[config.mk]
export PLATFORM = sky130hd
export DESIGN_NAME = crfsh_top
export DESIGN_NICKNAME = d
export VERILOG_FILES = /design/src/crfsh_pkg.sv /design/src/crfsh_top.sv
export VERILOG_INCLUDE_DIRS = /design/src
export SDC_FILE = /design/constraint.sdc
export NUM_CORES = 2
export LEC_CHECK = 0
export ABC_AREA = 0
export BUFFER_PORTS_ARGS = -buffer_cell sky130_fd_sc_hd__buf_2
export CORE_MARGIN = 2
export CORE_UTILIZATION = 50
export CTS_BUF_LIST = sky130_fd_sc_hd__clkbuf_2 sky130_fd_sc_hd__clkbuf_4 sky130_fd_sc_hd__clkbuf_8
export CTS_CLUSTER_SIZE = 12
export DETAILED_ROUTE_END_ITERATION = 10
export PLACE_DENSITY = 0.65
export SLEW_MARGIN = 30
export SYNTH_ARGS = -nofsm -noshare
export SYNTH_HDL_FRONTEND = slang
export SYNTH_SLANG_ARGS = --single-unit
[constraint.sdc]
create_clock -name clk_i -period 57.9 [get_ports clk_i]
set_input_delay 5.79 -clock clk_i [delete_from_list [all_inputs] [get_ports clk_i]]
set_output_delay 5.79 -clock clk_i [all_outputs]
set_load 0.01 [all_outputs]
[src/crfsh_regs.svh]
/*
  Register offsets, field positions, reset values and frame counts of the
  receive filter with sleep and halt control.
  Assumes 32-bit APB data and a 12-bit byte address.
*/
`ifndef CRFSH_REGS_SVH
`define CRFSH_REGS_SVH
`define CRFSH_OFF_MCTL 12'h000
`define CRFSH_OFF_IFLG 12'h004
`define CRFSH_OFF_IMSK 12'h008
`define CRFSH_OFF_RXC 12'h00C
`define CRFSH_OFF_RFP 12'h010
`define CRFSH_OFF_UOW 12'h014
`define CRFSH_OFF_MBIM 12'h018
`define CRFSH_OFF_DIR 12'h01C
`define CRFSH_OFF_DCM 12'h020
`define CRFSH_MB_PAGE 4'h1
`define CRFSH_MCTL_HALT 1
`define CRFSH_MCTL_SLEEP 5
`define CRFSH_MCTL_WAKE 7
`define CRFSH_MCTL_SLEEP_ST 8
`define CRFSH_MCTL_HALT_ST 9
`define CRFSH_IFLG_RX 1
`define CRFSH_IFLG_RMT 2
`define CRFSH_IFLG_UOW 9
`define CRFSH_IFLG_BUS 12
`define CRFSH_DIR_RST 16'h0001
`define CRFSH_IMSK_RST 16'h0000
`define CRFSH_IDLE_BITS 4'hB
`define CRFSH_EOF_BITS 4'hA
`define CRFSH_STUFF_RUN 3'h5
`define CRFSH_CRC_POLY 15'h4599
`define CRFSH_POS_ID_END 7'h0B
`define CRFSH_POS_RTR 7'h0C
`define CRFSH_POS_IDE 7'h0D
`define CRFSH_POS_DLC_END 7'h12
`define CRFSH_POS_DATA 7'h13
`define CRFSH_CRC_TAIL 7'h0E
`endif

[src/crfsh_pkg.sv]
/*
  Types of the receive filter block: parser states and the message carrier.
  Assumes the constants header is included by the design file.
*/
package crfsh_pkg;
  typedef enum logic [2:0] {
    ST_IDLE = 3'b000,
    ST_WAIT = 3'b001,
    ST_FIELD = 3'b010,
    ST_CRCDEL = 3'b011,
    ST_ACK = 3'b100,
    ST_ACKDEL = 3'b101,
    ST_EOF = 3'b110
  } crfsh_state_e;
  typedef logic [15:0] crfsh_mbv_t;
  typedef struct packed {
    logic [10:0] id;
    logic rtr;
    logic [3:0] dlc;
    logic [63:0] data;
  } crfsh_msg_s;
endpackage : crfsh_pkg

[src/crfsh_top.sv]
/*
  Receive side of a 16-mailbox CAN controller: destuffing, crc, ack,
  identifier filter, mailbox store, flags, sleep and halt, APB registers.
  Assumes an external bit timer gives bit_en_i at each sample point and an
  external transceiver; standard 11-bit frames only.
*/
// The address map and the APB interface to the registers were chosen for this implementation.
`timescale 1ns/1ps
`include "crfsh_regs.svh"
module crfsh_top import crfsh_pkg::*; (
  input wire logic clk_i,
  input wire logic rst_i,
  input wire logic bit_en_i,
  input wire logic rx_i,
  output logic tx_o,
  output logic irq_o,
  output logic sleep_o,
  output logic halt_o,
  input wire logic psel_i,
  input wire logic penable_i,
  input wire logic pwrite_i,
  input wire logic [11:0] paddr_i,
  input wire logic [31:0] pwdata_i,
  output logic [31:0] prdata_o,
  output logic pready_o,
  output logic pslverr_o
);
  crfsh_state_e st_r;
  logic [6:0] cnt_r, end_r, didx;
  logic [3:0] rc_r;
  logic [2:0] run_r;
  logic last_r, crc_ok_r, ackn_r;
  logic [14:0] crc_r;
  crfsh_msg_s frm_r;
  crfsh_msg_s mb_r [16];
  crfsh_mbv_t rxc_r, rfp_r, uow_r, mbim_r, dir_r, hit_c, store_vec;
  logic [15:0] iflg_r, imsk_r;
  logic [10:0] dcm_r;
  logic halt_req_r, sleep_req_r, wake_sel_r, sleep_r, halt_r, discard_r;
  logic wr_c, m0_c, found_c, frame_done, store_en, act_c, wake_c, mb_acc, mapped_c;
  logic [31:0] prdata_r;

  // crc-15 step on one destuffed bit
  function automatic logic [14:0] crc_step(input logic [14:0] c, input logic b);
    logic fb;
    fb = b ^ c[14];
    return {c[13:0], 1'b0} ^ (fb ? `CRFSH_CRC_POLY : 15'h0000);
  endfunction : crc_step

  // index of the last crc bit from rtr and length code
  function automatic logic [6:0] end_pos(input logic rtr, input logic [3:0] dlc);
    logic [3:0] n;
    n = rtr ? 4'h0 : ((dlc > 4'h8) ? 4'h8 : dlc);
    return `CRFSH_POS_DATA + `CRFSH_CRC_TAIL + {n, 3'b000};
  endfunction : end_pos

  // APB write strobe to one register
  function automatic logic wr_hit(input logic [11:0] off);
    return wr_c && (paddr_i == off);
  endfunction : wr_hit

  // APB handshake: zero wait states
  assign wr_c = psel_i && penable_i && pwrite_i;
  assign pready_o = 1'b1;
  assign mb_acc = (paddr_i[11:8] == `CRFSH_MB_PAGE) && (paddr_i[3:2] != 2'b11);
  assign mapped_c = mb_acc || (paddr_i[11:0] <= `CRFSH_OFF_DCM && paddr_i[1:0] == 2'b00);
  assign pslverr_o = psel_i && penable_i && !mapped_c;
  assign prdata_o = prdata_r;
  assign tx_o = ackn_r;
  assign sleep_o = sleep_r;
  assign halt_o = halt_r;
  assign didx = cnt_r - `CRFSH_POS_DATA;

  // bit-level frame parser with destuffing and crc
  always_ff @(posedge clk_i or posedge rst_i) begin
    if (rst_i) begin
      st_r <= ST_IDLE;
      cnt_r <= 7'h00;
      end_r <= 7'h7F;
      rc_r <= 4'h0;
      run_r <= 3'h0;
      last_r <= 1'b1;
      crc_r <= 15'h0000;
      crc_ok_r <= 1'b0;
      ackn_r <= 1'b1;
      frm_r <= '0;
    end else if (sleep_r || halt_r) begin
      st_r <= ST_IDLE;
      rc_r <= 4'h0;
      ackn_r <= 1'b1;
    end else if (bit_en_i) begin
      unique case (st_r)
        ST_IDLE: begin
          if (!rx_i) begin
            rc_r <= 4'h0;
          end else if (rc_r == `CRFSH_IDLE_BITS - 4'h1) begin
            st_r <= ST_WAIT;
          end else begin
            rc_r <= rc_r + 4'h1;
          end
        end
        ST_WAIT: begin
          if (!rx_i) begin
            st_r <= ST_FIELD;
            cnt_r <= 7'h01;
            end_r <= 7'h7F;
            run_r <= 3'h1;
            last_r <= 1'b0;
            crc_r <= 15'h0000;
          end
        end
        ST_FIELD: begin
          if (run_r == `CRFSH_STUFF_RUN) begin
            // stuff bit: must differ, not counted
            if (rx_i == last_r) begin
              st_r <= ST_IDLE;
              rc_r <= 4'h0;
            end
            run_r <= 3'h1;
            last_r <= rx_i;
          end else begin
            run_r <= (rx_i == last_r) ? run_r + 3'h1 : 3'h1;
            last_r <= rx_i;
            crc_r <= crc_step(crc_r, rx_i);
            cnt_r <= cnt_r + 7'h01;
            if (cnt_r <= `CRFSH_POS_ID_END) begin
              frm_r.id <= {frm_r.id[9:0], rx_i};
            end
            if (cnt_r == `CRFSH_POS_RTR) begin
              frm_r.rtr <= rx_i;
            end
            if (cnt_r == `CRFSH_POS_IDE && rx_i) begin
              st_r <= ST_IDLE; // extended frames are not taken
              rc_r <= 4'h0;
            end
            if (cnt_r > `CRFSH_POS_IDE + 7'h01 && cnt_r <= `CRFSH_POS_DLC_END) begin
              frm_r.dlc <= {frm_r.dlc[2:0], rx_i};
            end
            if (cnt_r == `CRFSH_POS_DLC_END) begin
              end_r <= end_pos(frm_r.rtr, {frm_r.dlc[2:0], rx_i});
            end
            if (cnt_r >= `CRFSH_POS_DATA && cnt_r < end_r - `CRFSH_CRC_TAIL) begin
              frm_r.data[~didx[5:0]] <= rx_i;
            end
            if (cnt_r == end_r) begin
              st_r <= ST_CRCDEL;
            end
          end
        end
        ST_CRCDEL: begin
          if (run_r == `CRFSH_STUFF_RUN) begin
            // trailing stuff bit after the last crc bit, not the delimiter
            run_r <= 3'h1;
            if (rx_i == last_r) begin
              st_r <= ST_IDLE;
            end
          end else begin
            st_r <= rx_i ? ST_ACK : ST_IDLE;
            crc_ok_r <= rx_i && (crc_r == 15'h0000);
            ackn_r <= !(rx_i && (crc_r == 15'h0000));
          end
          rc_r <= 4'h0;
        end
        ST_ACK: begin
          ackn_r <= 1'b1;
          st_r <= ST_ACKDEL;
        end
        ST_ACKDEL: begin
          st_r <= rx_i ? ST_EOF : ST_IDLE;
          rc_r <= 4'h0;
        end
        ST_EOF: begin
          if (!rx_i) begin
            st_r <= ST_IDLE;
            rc_r <= 4'h0;
          end else if (rc_r == `CRFSH_EOF_BITS - 4'h1) begin
            st_r <= ST_WAIT;
          end else begin
            rc_r <= rc_r + 4'h1;
          end
        end
        default: st_r <= ST_IDLE;
      endcase
    end
  end

  a_ack_good_crc: assert property (@(posedge clk_i) disable iff (rst_i)
    $fell(ackn_r) |-> $past(st_r) == ST_CRCDEL && $past(crc_r) == 15'h0000)
    else $error("ack driven without good crc");

  // identifier filter: mailbox 0 masked, then first exact match of receive mailboxes 1-15, skipped when mailbox 0 hits with a zero mask
  always_comb begin
    hit_c = '0;
    found_c = 1'b0;
    m0_c = ((frm_r.id ^ mb_r[0].id) & ~dcm_r) == 11'h000;
    hit_c[0] = m0_c;
    for (int i = 1; i < 16; i++) begin
      if (!found_c && dir_r[i] && frm_r.id == mb_r[i].id && (!m0_c || dcm_r != 11'h000)) begin
        hit_c[i] = 1'b1;
        found_c = 1'b1;
      end
    end
  end

  // store strobe at the ack delimiter of a good frame
  assign frame_done = bit_en_i && st_r == ST_ACKDEL && rx_i && crc_ok_r && !sleep_r && !halt_r;
  assign store_en = frame_done && !discard_r;
  assign store_vec = store_en ? hit_c : '0;

  a_one_upper_mb: assert property (@(posedge clk_i) disable iff (rst_i)
    $onehot0(store_vec[15:1]))
    else $error("message stored in two upper mailboxes");
  a_dir_rx_only: assert property (@(posedge clk_i) disable iff (rst_i)
    (store_vec & ~dir_r & 16'hFFFE) == 16'h0000)
    else $error("stored into a transmit mailbox");
  a_halt_no_store: assert property (@(posedge clk_i) disable iff (rst_i)
    halt_r |-> ##1 (store_vec == 16'h0000) [*3])
    else $error("store while halted");

  // mailbox storage: receive store wins over a same-cycle write
  always_ff @(posedge clk_i or posedge rst_i) begin
    if (rst_i) begin
      for (int i = 0; i < 16; i++) begin
        mb_r[i] <= '0;
      end
    end else begin
      for (int i = 0; i < 16; i++) begin
        if (store_vec[i]) begin
          mb_r[i].id <= frm_r.id;
          mb_r[i].rtr <= frm_r.rtr;
          mb_r[i].dlc <= frm_r.dlc;
          if (!frm_r.rtr) begin
            mb_r[i].data <= frm_r.data;
          end
        end else if (wr_c && mb_acc && paddr_i[7:4] == 4'(i)) begin
          unique case (paddr_i[3:2])
            2'b00: {mb_r[i].dlc, mb_r[i].rtr, mb_r[i].id} <= pwdata_i[15:0];
            2'b01: mb_r[i].data[63:32] <= pwdata_i;
            default: mb_r[i].data[31:0] <= pwdata_i;
          endcase
        end
      end
    end
  end

  // status flags: hardware set wins over write-one clear
  always_ff @(posedge clk_i or posedge rst_i) begin
    if (rst_i) begin
      rxc_r <= '0;
      rfp_r <= '0;
      uow_r <= '0;
      iflg_r <= 16'h0000;
    end else begin
      rxc_r <= (rxc_r & ~(wr_hit(`CRFSH_OFF_RXC) ? pwdata_i[15:0] : 16'h0000)) | store_vec;
      rfp_r <= (rfp_r & ~(wr_hit(`CRFSH_OFF_RFP) ? pwdata_i[15:0] : 16'h0000))
               | (store_vec & {16{frm_r.rtr}});
      uow_r <= (uow_r & ~(wr_hit(`CRFSH_OFF_UOW) ? pwdata_i[15:0] : 16'h0000))
               | (store_vec & rxc_r);
      iflg_r <= iflg_r & ~(wr_hit(`CRFSH_OFF_IFLG) ? pwdata_i[15:0] : 16'h0000);
      if (|(store_vec & mbim_r) && !frm_r.rtr) begin
        iflg_r[`CRFSH_IFLG_RX] <= 1'b1;
      end
      if (|(store_vec & mbim_r) && frm_r.rtr) begin
        iflg_r[`CRFSH_IFLG_RMT] <= 1'b1;
      end
      if (|(store_vec & rxc_r)) begin
        iflg_r[`CRFSH_IFLG_UOW] <= 1'b1;
      end
      if (act_c) begin
        iflg_r[`CRFSH_IFLG_BUS] <= 1'b1;
      end
    end
  end

  // request line gated by the global mask
  assign irq_o = |(iflg_r & imsk_r);

  a_remote_flag: assert property (@(posedge clk_i) disable iff (rst_i)
    store_en && hit_c[0] && frm_r.rtr |=> rfp_r[0])
    else $error("remote flag not set");
  a_overwrite_flag: assert property (@(posedge clk_i) disable iff (rst_i)
    |(store_vec & rxc_r) |=> |(uow_r & $past(store_vec)))
    else $error("overwrite flag not set");
  a_rx_irq_gate: assert property (@(posedge clk_i) disable iff (rst_i)
    $rose(iflg_r[`CRFSH_IFLG_RX]) |-> $past(|(store_vec & mbim_r)))
    else $error("receive irq without mailbox enable");
  a_rx_flag_set: assert property (@(posedge clk_i) disable iff (rst_i)
    store_en && m0_c |=> rxc_r[0])
    else $error("receive flag of mailbox 0 not set");

  // sleep, wake-up and halt control
  assign act_c = sleep_r && !rx_i;
  assign wake_c = act_c && wake_sel_r;
  always_ff @(posedge clk_i or posedge rst_i) begin
    if (rst_i) begin
      halt_req_r <= 1'b0;
      sleep_req_r <= 1'b0;
      wake_sel_r <= 1'b0;
      sleep_r <= 1'b0;
      halt_r <= 1'b0;
      discard_r <= 1'b0;
    end else begin
      if (wr_hit(`CRFSH_OFF_MCTL)) begin
        halt_req_r <= pwdata_i[`CRFSH_MCTL_HALT];
        sleep_req_r <= pwdata_i[`CRFSH_MCTL_SLEEP];
        wake_sel_r <= pwdata_i[`CRFSH_MCTL_WAKE];
      end else if (wake_c) begin
        sleep_req_r <= 1'b0;
      end
      if (sleep_r) begin
        sleep_r <= sleep_req_r && !wake_c;
      end else if (sleep_req_r && st_r == ST_WAIT) begin
        sleep_r <= 1'b1;
      end
      if (!halt_req_r) begin
        halt_r <= 1'b0;
      end else if (st_r == ST_WAIT) begin
        halt_r <= 1'b1;
      end
      if (wake_c) begin
        discard_r <= 1'b1;
      end else if (frame_done || st_r == ST_WAIT) begin
        discard_r <= 1'b0; // only the waking frame is dropped
      end
    end
  end

  a_sleep_at_idle: assert property (@(posedge clk_i) disable iff (rst_i)
    $rose(sleep_r) |-> $past(st_r) == ST_WAIT)
    else $error("sleep entered while bus busy");
  a_wake_relearn: assert property (@(posedge clk_i) disable iff (rst_i)
    $fell(sleep_r) |-> st_r == ST_IDLE && rc_r == 4'h0)
    else $error("resumed without recessive count");
  a_bus_wake_drop: assert property (@(posedge clk_i) disable iff (rst_i)
    discard_r |-> store_vec == 16'h0000)
    else $error("first frame after wake stored");

  // configuration registers
  always_ff @(posedge clk_i or posedge rst_i) begin
    if (rst_i) begin
      imsk_r <= `CRFSH_IMSK_RST;
      mbim_r <= '0;
      dir_r <= `CRFSH_DIR_RST;
      dcm_r <= 11'h000;
    end else begin
      if (wr_hit(`CRFSH_OFF_IMSK)) begin
        imsk_r <= pwdata_i[15:0];
      end
      if (wr_hit(`CRFSH_OFF_MBIM)) begin
        mbim_r <= pwdata_i[15:0];
      end
      if (wr_hit(`CRFSH_OFF_DIR)) begin
        dir_r <= {pwdata_i[15:1], 1'b1};
      end
      if (wr_hit(`CRFSH_OFF_DCM)) begin
        dcm_r <= pwdata_i[10:0];
      end
    end
  end

  // read data captured in the setup cycle
  always_ff @(posedge clk_i or posedge rst_i) begin
    if (rst_i) begin
      prdata_r <= 32'h0000_0000;
    end else if (psel_i && !penable_i && !pwrite_i) begin
      prdata_r <= 32'h0000_0000;
      if (mb_acc) begin
        unique case (paddr_i[3:2])
          2'b00: prdata_r <= {16'h0000, mb_r[paddr_i[7:4]].dlc, mb_r[paddr_i[7:4]].rtr, mb_r[paddr_i[7:4]].id};
          2'b01: prdata_r <= mb_r[paddr_i[7:4]].data[63:32];
          default: prdata_r <= mb_r[paddr_i[7:4]].data[31:0];
        endcase
      end else begin
        unique case (paddr_i)
          `CRFSH_OFF_MCTL: prdata_r <= {22'h000000, halt_r, sleep_r, wake_sel_r, 1'b0, sleep_req_r, 3'h0,
                                        halt_req_r, 1'b0};
          `CRFSH_OFF_IFLG: prdata_r <= {16'h0000, iflg_r};
          `CRFSH_OFF_IMSK: prdata_r <= {16'h0000, imsk_r};
          `CRFSH_OFF_RXC: prdata_r <= {16'h0000, rxc_r};
          `CRFSH_OFF_RFP: prdata_r <= {16'h0000, rfp_r};
          `CRFSH_OFF_UOW: prdata_r <= {16'h0000, uow_r};
          `CRFSH_OFF_MBIM: prdata_r <= {16'h0000, mbim_r};
          `CRFSH_OFF_DIR: prdata_r <= {16'h0000, dir_r};
          `CRFSH_OFF_DCM: prdata_r <= {21'h000000, dcm_r};
          default: prdata_r <= 32'h0000_0000;
        endcase
      end
    end
  end
endmodule : crfsh_top

==> results.md <==
| Parameter | This run | Unit |
| --- | --- | --- |
| Outcome | complete, no violations | - |
| Number of levels in the clock H-tree | 5 | - |
| Relative slew slack | 0.207 | - |
| CTS tree | built | - |
| VDD IR-drop max | 0.0254 | mV |
| Non-Filler Cell Area, Final | 0.0931 | mm^2 |
| Sequential share of power | 0.455 | - |
| Number of max-slew violations in the final report | 0 | - |
| Startpoint-to-endpoint class of the critical path | input pin to primary output | - |
| Fin worst setup slack | 43.95 | ns |
| Clock transition at the registers of the reported paths | 0.05 | ns |
| Length in cells of the worst reg-to-reg path | 10 | - |
| Synth Area in Simple Gates | 0.0997 | - |
| Num rows | 151 | - |
| Post-route ant nets | 0 | - |
| Primary flip-flop cell chosen by synthesis mapping | dfrtp_1 | - |
| Dominant cells by area after synthesis | dfrtp_1 (46%), mux4_2 (11%), mux2i_1 (7.0%) | - |
| Drt total wl | 321000 | um |
| Post-synthesis compound-gate area fraction | 0.135 | - |
| Worst Path Required | 52.11 | ns |
| Type of element capturing the critical path | primary output | - |
| Number of warnings reported in the yosys synthesis log | 0 | - |
| Post-CTS setup buffers | 0 | - |
| Floorplan die height | 417 | um |
| Count of routing violations after the opening detailed-route iteration | 9245 | - |
| Crit start category | input pin | - |
| DRC violations left | 0 | - |
| Number of synthesized register bits | 1560 | - |
| Count of cells along the worst hold path | 1 | - |
| Post-placement worst setup slack | 44.07 | ns |
| Core region area | 0.169 | mm^2 |
| Adder-cell share of the synthesized area | 0.00235 | - |
| Count of flip-flops with a built-in enable after synthesis | 0 | - |
| Syn Std Cell Area | 0.0852 | mm^2 |
| GRT Total Usage | 0.365 | - |
| Mean instance size in the synthesized netlist | 10.7 | um^2 |
| Vias in the first global route | 66160 | - |
| Relative contribution of the clock network to total power | 0.436 | - |
| Synthesized instance count | 7986 | - |
| Longest Clk Path Bufs | 4 | - |
| Combinational family with the most area after synthesis | multiplexers | - |
| Data arrival time of the critical path | 8.16 | ns |
| Cell variety after synth | 93 | - |
| PD cells | 27.1 | mW/mm^2 |
| Vias | 68675 | - |
| Most numerous cell in the Yosys netlist | dfrtp_1 | - |
| Critical path peak fanout | 12 | - |
| Ports placed on the boundary | 89 | - |
| Post-DP HPWL | 182000 | um |
| Sw frac | 0.279 | - |
| Post-detailed-placement cell area | 0.0871 | mm^2 |
| Combinational share of power | 0.109 | - |
| Routed wirelength normalized by instance count | 31.7 | um |
| Max-cap viol count | 0 | - |
| Setup TNS | 0 | ns |
| Final hold viol count | 0 | - |
| Filler Cell Count | 14430 | - |
| Fraction of final layout cells sized beyond drive strength 1 | 0.223 | - |
| Min cycle time layout | 13.95 | ns |
| Cell types with the highest counts after synthesis | dfrtp_1 (1553), a21oi_1 (1058), nor2_1 (765) | - |
| Proportion of netlist area held by the largest area contributor | 0.456 | - |
| Number of CTS-inserted buffers | 290 | - |
| Clock insertion delay at the later pin of the skew report | 1.06 | ns |
| Parity-gate share of the synthesized area counting xor and xnor cells | 0.0209 | - |
| Nets in the synthesized netlist | 8053 | - |
| Internal Power | 0.00182 | W |
| Leak pwr | 43.6 | nW |
| Net switching power of the design | 0.000702 | W |
| Global-route wire length before repair | 464000 | um |
| Share of the yosys chip area belonging to registers | 0.458 | - |
| Number of antenna violations at the first check in global routing | 27 | - |
| GPL Wtd Cong | 0.989 | - |
| Floorplan die area | 0.174 | mm^2 |
| Initial core utilization | 0.503 | - |
| Final clock period utilization by the worst path | 0.241 | - |
| Total chip power | 0.00252 | W |
| Leading area contributor after synthesis | dfrtp_1 | - |
| Slew at the pin closest to its max-slew limit | 1.19 | ns |
| # port buffers | 87 | - |
| Layout overhead on the synthesized area | 9.28 | % |
| Max Freq | 71.7 | MHz |
| Chip Width | 417 | um |
| Share of synthesized area spent on multiplexers | 0.238 | - |
| Post-cts hold buffer count | 0 | - |
| Vias per Instance | 6.79 | - |
| Clock Tree Root | clkbuf_8 | - |
| Number of nets in the final layout | 7761 | - |
| Overflow left after global routing | 0 | - |
| Count of clock tree sinks | 1560 | - |
| Total of endpoints with negative setup slack in the final report | 0 | - |
| Fraction of registers with async set/reset | 1.00 | - |
| Worst clock skew | 0.0595 | ns |
| Post_cts resized | 0 | - |
| Pin count of the biggest net entering global routing | 148 | - |
| Min-delay worst type | register to register | - |
| Setup repair after global routing missed its margin | false | - |
| Number of iterations in the first detailed-routing pass | 8 | - |
-- placed cells by master (no fill, tap or decap), types with 70 or more instances in the layout --
cell         n
clkbuf_8   356
inv_1       86
mux4_2     400
nor3_1      97
dfrtp_1   1552
and2_1      83
buf_2       82
buf_4      159
mux2_2     403
o31ai_1     70
nand2_1    493
nor2_1     755
mux2i_1    591
o21ai_0    338
nand4_1    102
nor2b_1     75
clkbuf_4    98
a21oi_1   1058
xnor2_1    189
a22oi_1     96
-- layout make-up --
| type | instances | area (um^2) | area share |
|---|---|---|---|
| timing repair buffer | 286 | 2350 | 0.0253 |
| inverter | 90 | 345 | 0.00371 |
| sequential | 1560 | 39000 | 0.419 |
| antenna | 16 | 40.0 | 0.000430 |
| tap | 2218 | 2780 | 0.0298 |
| clock inverter | 22 | 150 | 0.00161 |
| multi-input combinational | 5466 | 42700 | 0.459 |
| clock buffer | 453 | 5620 | 0.0604 |
-- critical path: stages --
cell and delay [ns]:
buf_2 0.11, or4_1 0.59, nor2_1 0.43, nand2_1 0.28
nor2_1 0.20, buf_4 0.30, nor2_1 0.08, o2111a_1 0.23
buf_2 0.14
-- sequential cells by signal (all words and copies together), names as in the netlist, 3 cells and up --
name      cells
mb_r       1280
frm_r        80
prdata_o     32
iflg_r       16
imsk_r       16
mbim_r       16
rfp_r        16
rxc_r        16
uow_r        16
crc_r        15
dir_r        15
dcm_r        11
cnt_r         7
end_r         5
rc_r          4
run_r         3
st_r          3
-- logic make-up after synthesis --
kind of cell / after synthesis
AOI/OAI and AO/OA: 1932
and+or+nand+nor: 1855
DFF: 1560
muxes: 1460
buffers and inverters: 960
xor gates and xnor gates: 202
adders and majority gates: 16
other: 1
-- metal layers --
layer | part of all wire | GRT usage
met5 | 0.00023 | 0.00139
met4 | 0.055 | 0.184
met3 | 0.13 | 0.119
met2 | 0.43 | 0.531
met1 | 0.38 | 0.490
-- path summary, 6_finish.rpt --
| path | slack (ns) | to | startpoint |
|---|---|---|---|
| max | 43.95 | pslverr_o | paddr_i[8] |
| min | 0.47 | mb_r[962]$_DFFE_PP0P_ | mb_r[962]$_DFFE_PP0P_ |
| max reg2reg | 51.94 | mb_r[242]$_DFFE_PP0P_ | halt_o$_DFFE_PP0P_ |
| min reg2reg | 0.47 | mb_r[962]$_DFFE_PP0P_ | mb_r[962]$_DFFE_PP0P_ |
| max in group asynchronous | 48.84 | mb_r[967]$_DFFE_PP0P_ | rst_i |
| min in group asynchronous | 4.89 | prdata_o[4]$_DFFE_PP0P_ | rst_i |
-- power groups by stage --
stage	Clock [W]	Combinational (W)	Sequential, W
global placement	0	0.000261	0.00116
floorplan	0	0.000191	0.00115
detailed placement	0	0.000267	0.00116
CTS	0.00110	0.000268	0.00115
finish	0.00110	0.000274	0.00115
global route	0.00116	0.000294	0.00115
-- per-stage QoR --
step,instances,hold WS [ns],util
finish,10111,0.470,0.550
global placement,9605,0.453,0.513
CTS,10089,0.469,0.548
floorplan,7986,0.437,-
global route,10099,0.491,0.550
detailed placement,9614,0.456,0.514
(Power assumes the default switching activity.)
